--- src/isp_regs.svh ---
// register map, field positions, reset values and timing figures
`ifndef ISP_REGS_SVH
`define ISP_REGS_SVH

// register byte offsets
`define ISP_A_CFG5 8'h00
`define ISP_A_CFG6 8'h04
`define ISP_A_OUTCTL 8'h08
`define ISP_A_STATUS 8'h0C
`define ISP_A_MASK 8'h10
`define ISP_A_PER5 8'h14
`define ISP_A_DUTY5 8'h18
`define ISP_A_PER6 8'h1C
`define ISP_A_DUTY6 8'h20

// pin configuration fields
`define ISP_F_FN_HI 1
`define ISP_F_FN_LO 0
`define ISP_F_INV 2
`define ISP_F_OSEL_HI 4
`define ISP_F_OSEL_LO 3
`define ISP_CFG_W 5

// output control write bits and read bits
`define ISP_C_ON 0
`define ISP_C_OFF 1
`define ISP_C_CLR 2
`define ISP_R_ON 0
`define ISP_R_DRV 1
`define ISP_R_INH 2
`define ISP_R_PROT 3
`define ISP_R_G5 4
`define ISP_R_G6 5

// status and mask bits
`define ISP_S_TRIP 0
`define ISP_S_SYNC_IN 1
`define ISP_S_SYNC_OUT 2
`define ISP_S_INH 3
`define ISP_ST_W 4

// reset values
`define ISP_RST_CFG 5'h00
`define ISP_RST_MASK 4'h0
`define ISP_RST_PER 16'h03E8
`define ISP_RST_DUTY 16'h01F4
`define ISP_RST_SYNC 2'h3

// timing figures
`define ISP_CLK_MHZ 25
`define ISP_LOW_MIN_NS 30000
`define ISP_SYNC_OUT_NS 40000
`define ISP_PWM_TICK_NS 1000
`define ISP_CNT_W 12
`define ISP_PRE_W 8

`endif

--- src/isp_pkg.sv ---
// types shared by the pin logic and its pwm generator
`default_nettype none
`include "isp_regs.svh"
package isp_pkg;
  typedef enum logic [1:0] {P5_LEVEL, P5_LATCH, P5_INPUT, P5_OUTPUT} isp_p5_fn_e;
  typedef enum logic [1:0] {P6_SYNC, P6_INPUT, P6_OUTPUT} isp_p6_fn_e;
  typedef enum logic [1:0] {OS_TRUE, OS_FALSE, OS_PWM} isp_osel_e;
  typedef enum logic {SO_IDLE, SO_DRIVE} isp_so_e;

  typedef struct packed {
    logic [15:0] cnt;
    logic pwm;
  } isp_pwm_s;

  typedef struct packed {
    logic [`ISP_CFG_W-1:0] cfg5;
    logic [`ISP_CFG_W-1:0] cfg6;
    logic [15:0] per5;
    logic [15:0] duty5;
    logic [15:0] per6;
    logic [15:0] duty6;
    logic [`ISP_ST_W-1:0] status;
    logic [`ISP_ST_W-1:0] mask;
    logic on;
    logic prot;
    logic level_inhibit_indication;
    logic drive;
    logic [1:0] s5;
    logic [1:0] s6;
    logic [`ISP_CNT_W-1:0] q5;
    logic [`ISP_CNT_W-1:0] q6;
    logic [`ISP_CNT_W-1:0] so_cnt;
    isp_so_e so_st;
    logic [`ISP_PRE_W-1:0] pre;
    logic tick;
    logic g5;
    logic g6;
    logic [31:0] rdata;
    logic irq;
    logic p5_o;
    logic p5_oe;
    logic p6_o;
    logic p6_oe;
  } isp_state_s;
endpackage
`default_nettype wire

--- src/isp_pwm.sv ---
// pwm generator stepping on a prescaler tick
`timescale 1ns/1ps
`default_nettype none
module isp_pwm
  import isp_pkg::*;
(
  input wire logic clk, // system clock
  input wire logic rst, // synchronous reset
  input wire logic tick, // one-cycle step enable
  input wire logic [15:0] period, // ticks per pwm period
  input wire logic [15:0] duty, // ticks high per period
  output logic pwm_o // registered waveform
);
  isp_pwm_s r;
  isp_pwm_s n;

  // counter wraps at period; a period of zero holds the output low
  always_comb begin
    n = r;
    if (tick) begin
      if (r.cnt >= period - 16'h0001) begin
        n.cnt = 16'h0000;
      end else begin
        n.cnt = r.cnt + 16'h0001;
      end
    end
    n.pwm = (period != 16'h0000) && (n.cnt < duty);
  end

  // state register
  always_ff @(posedge clk) begin
    if (rst) begin
      r <= '0;
    end else begin
      r <= n;
    end
  end

  assign pwm_o = r.pwm;
endmodule
`default_nettype wire

--- src/isp_top.sv ---
// inhibit pin and sync turn-on pin logic with register port
//
// The address-and-strobe port and the address map were left to the implementer.
`timescale 1ns/1ps
`default_nettype none
`include "isp_regs.svh"
module isp_top
  import isp_pkg::*;
(
  input wire logic REF_CLK, // 25 MHz clock
  input wire logic RST, // synchronous reset, active high
  input wire logic [7:0] ADDR, // register byte address
  input wire logic [31:0] WDATA, // write data
  input wire logic WR, // write strobe
  input wire logic RD, // read strobe
  output logic [31:0] RDATA, // read data, cycle after RD
  output logic IRQ, // level interrupt
  output logic OUT_ON, // on state and its indicator
  output logic OUT_DRIVE, // actual output allowed
  output logic INH_IND, // level inhibit indication
  output logic PROT_IND, // latched inhibit protection indication
  input wire logic P5_I, // inhibit pin level in
  output logic P5_O, // inhibit pin level out
  output logic P5_OE, // inhibit pin drive enable
  input wire logic P6_I, // sync pin level in
  output logic P6_O, // sync pin level out
  output logic P6_OE // sync pin drive enable
);
  // minimum low rounds up, the emitted pulse is a longer figure
  // rounding up errs towards refusing a marginal pulse rather than
  // accepting one shorter than the minimum
  localparam int LOW_INT = (`ISP_LOW_MIN_NS * `ISP_CLK_MHZ + 999) / 1000;
  localparam int SO_INT = (`ISP_SYNC_OUT_NS * `ISP_CLK_MHZ + 999) / 1000;
  localparam int PRE_INT = (`ISP_PWM_TICK_NS * `ISP_CLK_MHZ + 999) / 1000;
  localparam logic [`ISP_CNT_W-1:0] LOW_CYC = `ISP_CNT_W'(LOW_INT);
  localparam logic [`ISP_CNT_W-1:0] SO_CYC = `ISP_CNT_W'(SO_INT);
  localparam logic [`ISP_PRE_W-1:0] PRE_CYC = `ISP_PRE_W'(PRE_INT);

  // registered state and its next value, one struct for the whole block
  isp_state_s r;
  isp_state_s n;
  // generator waveforms, each already from a register
  logic pwm5;
  logic pwm6;

  // pin polarity: logic one is a low level unless inverted
  // one mapping serves inputs and outputs, so inversion stays symmetric
  function automatic logic polar(input logic lvl, input logic inv);
    polar = inv ? lvl : ~lvl;
  endfunction

  // level to drive for an output selection
  function automatic logic out_lvl(input logic [1:0] sel, input logic pw,
                                   input logic inv);
    logic v;
    v = 1'b0;
    case (isp_osel_e'(sel))
      OS_TRUE: v = 1'b1;
      OS_FALSE: v = 1'b0;
      OS_PWM: v = pw;
      default: v = 1'b0;
    endcase
    out_lvl = polar(v, inv);
  endfunction

  // active-time counter, saturating once the minimum is met
  // saturation stops a pin held low for long from firing twice
  function automatic logic [`ISP_CNT_W-1:0] qual_next(
      input logic [`ISP_CNT_W-1:0] c, input logic act);
    if (!act) begin
      qual_next = '0;
    end else if (c == LOW_CYC) begin
      qual_next = c;
    end else begin
      qual_next = c + `ISP_CNT_W'(1);
    end
  endfunction

  // one pulse per qualifying active phase, at the moment it is long enough
  function automatic logic qual_fire(input logic [`ISP_CNT_W-1:0] c,
                                     input logic act);
    qual_fire = act && (c == LOW_CYC - `ISP_CNT_W'(1));
  endfunction

  // one pwm generator per pin, sharing the prescaler tick
  isp_pwm u_pwm5 (
    .clk(REF_CLK),
    .rst(RST),
    .tick(r.tick),
    .period(r.per5),
    .duty(r.duty5),
    .pwm_o(pwm5)
  );

  isp_pwm u_pwm6 (
    .clk(REF_CLK),
    .rst(RST),
    .tick(r.tick),
    .period(r.per6),
    .duty(r.duty6),
    .pwm_o(pwm6)
  );

  // decoded configuration and synchronised pin activity
  logic inv5;
  logic inv6;
  isp_p5_fn_e fn5;
  isp_p6_fn_e fn6;
  logic act5;
  logic act6;
  logic lvl_inh;
  logic fire5;
  logic fire6;

  // register-port commands and the causes that move the on state
  logic wr_ctl;
  logic loc_on;
  logic loc_off;
  logic clr;
  logic trip;
  logic sync_on;
  logic turn_on;
  logic force_off;
  logic emit;

  // status read strobe and the events of the current cycle
  logic rd_st;
  logic [`ISP_ST_W-1:0] ev;

  // decode of configuration and the synchronised pin levels
  always_comb begin
    inv5 = r.cfg5[`ISP_F_INV];
    inv6 = r.cfg6[`ISP_F_INV];
    fn5 = isp_p5_fn_e'(r.cfg5[`ISP_F_FN_HI:`ISP_F_FN_LO]);
    fn6 = isp_p6_fn_e'(r.cfg6[`ISP_F_FN_HI:`ISP_F_FN_LO]);
    act5 = polar(r.s5[1], inv5);
    // own emitted pulse is masked so the pin never re-triggers itself
    act6 = polar(r.s6[1], inv6) && (r.so_st == SO_IDLE);
    lvl_inh = (fn5 == P5_LEVEL) && act5;
    fire5 = qual_fire(r.q5, act5 && (fn5 == P5_LATCH));
    fire6 = qual_fire(r.q6, act6 && (fn6 == P6_SYNC));
  end

  // on/off decisions; off causes take priority over turn-on causes
  // one write may carry several command bits; off still wins
  always_comb begin
    wr_ctl = WR && (ADDR == `ISP_A_OUTCTL);
    loc_on = wr_ctl && WDATA[`ISP_C_ON];
    loc_off = wr_ctl && WDATA[`ISP_C_OFF];
    clr = wr_ctl && WDATA[`ISP_C_CLR];
    trip = fire5 && r.on;
    force_off = loc_off || trip;
    // protection blocks turn-on; a clear in the same write lifts it
    turn_on = loc_on && !r.on && !(r.prot && !clr) && !force_off;
    sync_on = fire6 && !r.on && !(r.prot && !clr) && !force_off;
    emit = turn_on && (fn6 == P6_SYNC);
    rd_st = RD && (ADDR == `ISP_A_STATUS);
  end

  // next state of the whole block
  always_comb begin
    n = r;
    ev = '0;

    // two-stage synchronisers; only the second stage is looked at
    n.s5 = {r.s5[0], P5_I};
    n.s6 = {r.s6[0], P6_I};
    n.q5 = qual_next(r.q5, act5 && (fn5 == P5_LATCH));
    n.q6 = qual_next(r.q6, act6 && (fn6 == P6_SYNC));

    // prescaler for the pwm step enable
    // one shared step keeps both generators on a common time base
    n.tick = (r.pre == PRE_CYC - `ISP_PRE_W'(1));
    n.pre = n.tick ? '0 : r.pre + `ISP_PRE_W'(1);

    // register writes
    // unmapped writes fall through and change nothing
    if (WR) begin
      case (ADDR)
        `ISP_A_CFG5: n.cfg5 = WDATA[`ISP_CFG_W-1:0];
        `ISP_A_CFG6: n.cfg6 = WDATA[`ISP_CFG_W-1:0];
        `ISP_A_MASK: n.mask = WDATA[`ISP_ST_W-1:0];
        `ISP_A_PER5: n.per5 = WDATA[15:0];
        `ISP_A_DUTY5: n.duty5 = WDATA[15:0];
        `ISP_A_PER6: n.per6 = WDATA[15:0];
        `ISP_A_DUTY6: n.duty6 = WDATA[15:0];
        default: n.cfg5 = r.cfg5;
      endcase
    end

    // on state; a missing pulse leaves it untouched
    // a trip beside a local turn-on leaves the output off
    if (force_off) begin
      n.on = 1'b0;
    end else if (turn_on || sync_on) begin
      n.on = 1'b1;
    end else begin
      n.on = r.on;
    end

    // protection latch, set wins over a clear in the same cycle
    // a clear alone does not turn on; the operator must do that
    n.prot = (r.prot && !clr) || trip;

    // level inhibit suppresses the output but not the on state
    // drive follows the pin, so release restores the setpoint unaided
    n.level_inhibit_indication = r.on && !force_off && lvl_inh;
    n.drive = n.on && !lvl_inh;

    // general inputs follow the pin only in input mode
    // reading zero elsewhere keeps stale pin levels off the bus
    n.g5 = (fn5 == P5_INPUT) ? act5 : 1'b0;
    n.g6 = (fn6 == P6_INPUT) ? polar(r.s6[1], inv6) : 1'b0;

    // sync pulse emitter, held longer than the minimum low phase
    // the margin lets a peer with slow edges still qualify the pulse
    case (r.so_st)
      SO_IDLE: begin
        n.so_cnt = '0;
        if (emit) begin
          n.so_st = SO_DRIVE;
        end
      end
      SO_DRIVE: begin
        n.so_cnt = r.so_cnt + `ISP_CNT_W'(1);
        if (r.so_cnt == SO_CYC - `ISP_CNT_W'(1)) begin
          n.so_st = SO_IDLE;
        end
      end
      default: n.so_st = SO_IDLE;
    endcase
    if (fn6 != P6_SYNC) begin
      n.so_st = SO_IDLE; // leaving sync mode aborts a pulse
    end

    // pin drivers; sync mode drives only during its pulse
    // a released pin idles high behind its pull-up
    case (fn5)
      P5_OUTPUT: begin
        n.p5_oe = 1'b1;
        n.p5_o = out_lvl(r.cfg5[`ISP_F_OSEL_HI:`ISP_F_OSEL_LO], pwm5, inv5);
      end
      default: begin
        n.p5_oe = 1'b0;
        n.p5_o = 1'b1;
      end
    endcase
    case (fn6)
      P6_SYNC: begin
        n.p6_oe = (n.so_st == SO_DRIVE);
        n.p6_o = polar(1'b1, inv6); // active level of the pulse
      end
      P6_OUTPUT: begin
        n.p6_oe = 1'b1;
        n.p6_o = out_lvl(r.cfg6[`ISP_F_OSEL_HI:`ISP_F_OSEL_LO], pwm6, inv6);
      end
      default: begin
        n.p6_oe = 1'b0;
        n.p6_o = 1'b1;
      end
    endcase

    // sticky events; a read clears, a new event in that cycle survives
    // inhibit is reported once at its start, not for as long as it lasts
    ev[`ISP_S_TRIP] = trip;
    ev[`ISP_S_SYNC_IN] = sync_on;
    ev[`ISP_S_SYNC_OUT] = emit;
    ev[`ISP_S_INH] = n.level_inhibit_indication && !r.level_inhibit_indication;
    n.status = (rd_st ? '0 : r.status) | ev;
    n.irq = |(n.status & n.mask);

    // read data for the cycle after the strobe; unmapped reads zero
    // read data show registers as they stood before a same-cycle write
    n.rdata = 32'h0000_0000;
    if (RD) begin
      case (ADDR)
        `ISP_A_CFG5: n.rdata[`ISP_CFG_W-1:0] = r.cfg5;
        `ISP_A_CFG6: n.rdata[`ISP_CFG_W-1:0] = r.cfg6;
        `ISP_A_OUTCTL: begin
          n.rdata[`ISP_R_ON] = r.on;
          n.rdata[`ISP_R_DRV] = r.drive;
          n.rdata[`ISP_R_INH] = r.level_inhibit_indication;
          n.rdata[`ISP_R_PROT] = r.prot;
          n.rdata[`ISP_R_G5] = r.g5;
          n.rdata[`ISP_R_G6] = r.g6;
        end
        `ISP_A_STATUS: n.rdata[`ISP_ST_W-1:0] = r.status;
        `ISP_A_MASK: n.rdata[`ISP_ST_W-1:0] = r.mask;
        `ISP_A_PER5: n.rdata[15:0] = r.per5;
        `ISP_A_DUTY5: n.rdata[15:0] = r.duty5;
        `ISP_A_PER6: n.rdata[15:0] = r.per6;
        `ISP_A_DUTY6: n.rdata[15:0] = r.duty6;
        default: n.rdata = 32'h0000_0000;
      endcase
    end
  end

  // state register; reset leaves pin 5 in level inhibit, pin 6 in sync
  // fields with a reset macro, so_st and the idle-high pin outputs are named here
  always_ff @(posedge REF_CLK) begin
    if (RST) begin
      r <= '0;
      r.cfg5 <= `ISP_RST_CFG;
      r.cfg6 <= `ISP_RST_CFG;
      r.mask <= `ISP_RST_MASK;
      r.per5 <= `ISP_RST_PER;
      r.duty5 <= `ISP_RST_DUTY;
      r.per6 <= `ISP_RST_PER;
      r.duty6 <= `ISP_RST_DUTY;
      r.s5 <= `ISP_RST_SYNC;
      r.s6 <= `ISP_RST_SYNC;
      r.so_st <= SO_IDLE;
      r.p5_o <= 1'b1;
      r.p6_o <= 1'b1;
    end else begin
      r <= n;
    end
  end

  // outputs straight from the state register
  // nothing is decoded on the way out, so the pins never glitch
  assign RDATA = r.rdata;
  assign IRQ = r.irq;
  assign OUT_ON = r.on;
  assign OUT_DRIVE = r.drive;
  assign INH_IND = r.level_inhibit_indication;
  assign PROT_IND = r.prot;
  assign P5_O = r.p5_o;
  assign P5_OE = r.p5_oe;
  assign P6_O = r.p6_o;
  assign P6_OE = r.p6_oe;
endmodule
`default_nettype wire

--- config.mk ---
export PLATFORM = sky130hd
export DESIGN_NAME = isp_top
export DESIGN_NICKNAME = d
export VERILOG_FILES = /design/src/isp_pkg.sv /design/src/isp_pwm.sv /design/src/isp_top.sv
export VERILOG_INCLUDE_DIRS = /design/src
export SDC_FILE = /design/constraint.sdc
export NUM_CORES = 1
export LEC_CHECK = 0
export ABC_AREA = 1
export BUFFER_PORTS_ARGS = -buffer_cell sky130_fd_sc_hd__buf_2
export CORE_ASPECT_RATIO = 0.7
export CORE_MARGIN = 3
export CORE_UTILIZATION = 60
export CTS_CLUSTER_SIZE = 28
export DETAILED_ROUTE_END_ITERATION = 8
export PLACE_DENSITY = 0.8
export SLEW_MARGIN = 20
export SYNTH_ARGS = -nofsm -noshare
export SYNTH_HDL_FRONTEND = slang
export SYNTH_SLANG_ARGS = --single-unit
--- constraint.sdc ---
create_clock -name REF_CLK -period 4.6 [get_ports REF_CLK]
set_input_delay 0.69 -clock REF_CLK [delete_from_list [all_inputs] [get_ports REF_CLK]]
set_output_delay 0.69 -clock REF_CLK [all_outputs]
set_load 0.01 [all_outputs]
; ---- After elaboration in Yosys (flattened, before gate mapping)
; Cells that the tools add are included.
; Widths: inputs -> output; s select.
[totals]
ff_bits = 209
input_bits = 46
elab_cells = 164
[op_classes]
add_sub_neg = 8
n_lt_le_gt_ge = 4
eq_ne = 21
mux = 28
bitwise_logic = 13
reduce_logical = 57
[ops]
columns = op, n
row1 = $mux 16, 4
row2 = $eq 12x10->1 const B, 5
row3 = $eq 8x5->1 const B, 5
row4 = $pmux 10 s4, 1
row5 = $add 12x1->12 const B, 3
row6 = $pmux 4 s9, 1
row7 = $add 16x1->16 const B, 2
row8 = $ge 16x16->1, 2
row9 = $lt 16x16->1, 2
row10 = $reduce_bool 16->1, 2
row11 = $sub 16x1->16 const B, 2
row12 = $logic_and 1x1->1, 26
row13 = $pmux 13 s2, 1
row14 = $eq 8x4->1 const B, 2
row15 = $reduce_or 2->1, 7
row16 = $mux 1, 13
row17 = $mux 4, 3
row18 = $reduce_and 2->1, 6
row19 = $not 1->1, 11
row20 = $eq 2x2->1 const B, 5
row21 = $add 8x1->8 const B, 1
row22 = $eq 8x3->1 const B, 1
row23 = $eq 8x6->1 const B, 1
row24 = $logic_not 2->1, 4
row25 = 12 further kinds, 21

; ---- Logic depth before layout (Yosys ltp)
[logic_depth]
word_depth = 13
mapped_depth = 27
depth_no_buf = 26

; ---- Hierarchy
; A second synthesis with hierarchy kept.
[hier_totals]
cells_unflattened = 1488
area_unflattened_um2 = 10882.9
[by_module_without_submodules]
columns = module, n_inst, cells_per_inst, area_each_um2
row1 = isp_top, 1, 916, 6984.2
row2 = isp_pwm, 2, 286, 1949.4

; ---- Worst setup path after synthesis
; Ideal clock, no wire load.
[synth_timing]
path_type = reg2reg
startpoint = register r[119] in the netlist's numbering
endpoint = register u_pwm6.r, in the netlist u_pwm6.pwm_o
setup_ns = 0.070
arrival_ns = 3.760
setup_slack_ns = 0.770
path_stages_with_launch = 26
n_path_buf = 1
cell_sequence = dfxtp_1 inv_1 nand3_1 nor3_2 nand2_1 nor4_2 nand2_1 nor3_2 nand3_1 xor2_1 inv_1 ha_1 nand4_1 a21oi_1 nor2_1 a21oi_1 clkbuf_1 nor3_1 ha_1 a21oi_1 o21ai_0 nand3_1 a21oi_1 a2111oi_0 o21ai_0 a21oi_1
[synth_lines]
columns = item, line_no
row1 = from (decl), isp_top.sv:40  ; isp_state_s r;
row2 = from (signal assigned), isp_top.sv:316  ; r <= n;
row3 = to (signal assigned), isp_pwm.sv:35  ; r <= n;
row4 = to (decl), isp_pwm.sv:14  ; isp_pwm_s r;

==> results.toml <==
[placed_design]
dp_slack_ns = 0.2008
io_buffers = 54
detailed_place_hpwl_mm = 19.39
place_congestion = 0.9253

[clock_network]
clock-sinks = 193
clock_path_buffers = 2
cts-root-buf = "clkbuf_16"
cts_made_buffers = 17
insertion_delay_ns = 0.45
cts_htree_levels = 4
cts_tree = "yes"
cts.clk_slew.worst_paths_ns = 0.07

[critical_path]
r2r_slack_ns = 0.27
path_delay_family = "simple AND/OR/NAND/NOR gates"
max_stage_delay_ns = 0.31
worstSetupPathType = "reg -> reg"
start_kind = "flop"
critPathSlowestCell = "dfxtp_1"
path_buf_inv = 3
critPathMaxFanout = 7
worstPathArrival_ns = 4.71
crit_chain = "inv_1 > nand3_2 > nor3_4 > nand2_2 > nor3_4 > nand3_2 > nor3_4 > nand3_1 > xor2_1 > inv_1 > ha_1 > a21oi_1 > o21ai_0 > nor2_1 > nand2_1 > nand2_1 > clkinvlp_4 > nor3_1 > ha_1 > a21oi_1 > o21ai_0 > a21boi_0 > o2111ai_1 > a21oi_1"
crit_required_ns = 4.98
endpoint_kind = "flop"

[grt]
grt_util_met3_pct = 6.416
met1_usage_pct = 40.46
grt_pass1_wl_mm = 41.95
grt_pass1_vias = 8431
grt_antenna_before_repair = 1
grtUsageMet2_pct = 41.60
grt_usage_pct = 27.85
grt_overflow = 0
grt_max_degree = 59
busiest_layer = "met2"

[sta]
worstMarginPinSlew_ns = 0.6666
max-slew-margin-rel_pct = 55.51
hold_viol = 0
setup-violations-final = 0
drv_slew = 0
period_share_pct = 94.10
finalCriticalPeriod_ns = 4.329
skew_ns = 0.009272
layout_setup_ws_ns = 0.2712
fmax_ghz = 0.2310

[logic_synthesis]
async_reset_ff_share_pct = 0
synth_xor_area_share_pct = 4.606
yosys-mux-area-fraction_pct = 0
avgSynthCellArea_sq_um = 7.455
netlist_instances = 1403
synth-adder-area-share_pct = 8.972
synthFlopType = "dfxtp_1"
synthDistinctLibCells = 52
synth_area_sq_um = 10460
synthSimpleGateAreaFrac_pct = 22.44
synth_compound_area_share_pct = 15.47
synth_top_family_by_area = "simple AND/OR/NAND/NOR gates"
yosysWarnings = 0
synth_edf_count = 0
ys_seq_area_share_pct = 36.94
ys_seq_elements = 193

[layout]
final_cell_mix = "208 x inv_1, 193 x dfxtp_1, 167 x nand2_1"
syn2layout_area_growth_pct = 9.786
mostFrequentLayoutCell = "inv_1"
nets = 1562
drive_gt1_share_pct = 11.21
final_core_util_pct = 68.80

[outcome]
run_status = "completed"

[floorplanning]
start_util_pct = 62.67
die_h_um = 116.5
die_area_sq_um = 19080
std_cell_rows = 39
coreArea_sq_um = 16690
dieWidth_um = 163.8
ioPinCount = 87

[drt]
dr.pass1.iters = 5
drtAntennaViolNets = 0
wl_per_cell_um = 15.75
drc = 0
wl_mm = 26.45
drt_iter0_markers = 1107
vias_per_cell = 5.605
num_vias = 9417

[power_and_ir_drop]
leakagePower_nw = 5.048
peakVddDrop_uv = 170.4
powerDensity_nw_per_um2 = 284.8

[worst_hold_path]
hold_path.class = "reg -> reg"

[run]
maxCapViolations = 0
[metrics by stage]
stage	std cells	setup TNS (ns)	hold WS (ns)	power [mW]	area, sq um
final	1680	0	0.4111	3.270	11480
after global placement	1638	0	0.3942	1.818	10740
after CTS	1670	0	0.4127	3.266	11320
after global routing	1680	-0.01324	0.4099	3.354	11480
after floorplan	1418	0	0.3895	1.789	10520
after detailed placement	1638	0	0.3965	1.820	10740
[where the power goes]
| part | leakage [nW] | total (mW) | switching, mW | internal (mW) |
|---|---|---|---|---|
| sequential | 1.56 | 1.68 | 0.00519 | 1.68 |
| combinational | 3.20 | 0.104 | 0.0754 | 0.0281 |
| clock | 0.286 | 1.48 | 0.689 | 0.795 |
[flip-flops by register name, summed over array words and instances (netlist names), 2 cells and up]
| signal | flops |
|---|---|
| RDATA | 16 |
| n | 2 |
| u_pwm6.r | 16 |
| fn5 | 2 |
| u_pwm5.r | 16 |
| fn6 | 2 |
| r | 126 |
[metal layers]
metal | wire, um | vias up
met5 | 0 | -
met4 | 374 | 0
met3 | 2189 | 34
met2 | 11390 | 336
met1 | 12500 | 4349
li1 | - | 4698
[final timing paths]
path,to,cells past startpoint,from
max,u_pwm5.pwm_o,24,r[150]
min,r[86],1,n[86]
max reg2reg,u_pwm5.pwm_o,24,r[150]
min reg2reg,r[86],1,n[86]
[timing repair]
item / CTS / global route
hold buffers: 0 / 0
endpoints found under the setup margin: 0 / 2
gates resized for setup: 0 / 20
setup buffers: 0 / 9
[area by class of cell]
cell class | count | area (sq um)
repair buffers | 71 | 397.9
inverters | 218 | 823.3
diodes | 1 | 2.502
fillers | 1409 | 5206
clock inverters | 11 | 103.9
multi-input cells | 940 | 5539
well taps | 225 | 281.5
flip-flops and latches | 193 | 3864
clock buffers | 21 | 470.5
[Yosys cell counts (5+ instances only)]
| library cell | count | area share [%] |
|---|---|---|
| o211ai_1 | 6 | 0.43 |
| nand2_1 | 169 | 6.1 |
| a221oi_1 | 15 | 1.3 |
| o21ai_0 | 92 | 4.4 |
| xor2_1 | 46 | 3.9 |
| ha_1 | 75 | 9.0 |
| inv_1 | 208 | 7.5 |
| buf_4 | 33 | 2.4 |
| o22ai_1 | 19 | 1.1 |
| a211oi_1 | 5 | 0.36 |
| nor3_2 | 9 | 0.86 |
| dfxtp_1 | 193 | 37 |
| xnor2_1 | 9 | 0.75 |
| inv_2 | 7 | 0.25 |
| a21oi_1 | 129 | 6.2 |
| nand3_1 | 54 | 2.6 |
| nor4_1 | 11 | 0.66 |
| nor3_1 | 69 | 3.3 |
| clkbuf_1 | 22 | 0.79 |
| buf_2 | 9 | 0.43 |
| or2_2 | 6 | 0.36 |
| nand4_1 | 16 | 0.96 |
| nor2_1 | 142 | 5.1 |
| a31oi_1 | 8 | 0.48 |
[kinds of logic (layout without fill, tap and decap cells)]
group / Yosys count / in the layout
and+or+nand+nor: 504 / 504
xor gates and xnor gates: 55 / 55
AOI/OAI and AO/OA: 290 / 290
DFF: 193 / 193
other: 1 / 17
buffers and inverters: 285 / 321
adders and majority gates: 75 / 75
Power figures use the tool's default switching activity.
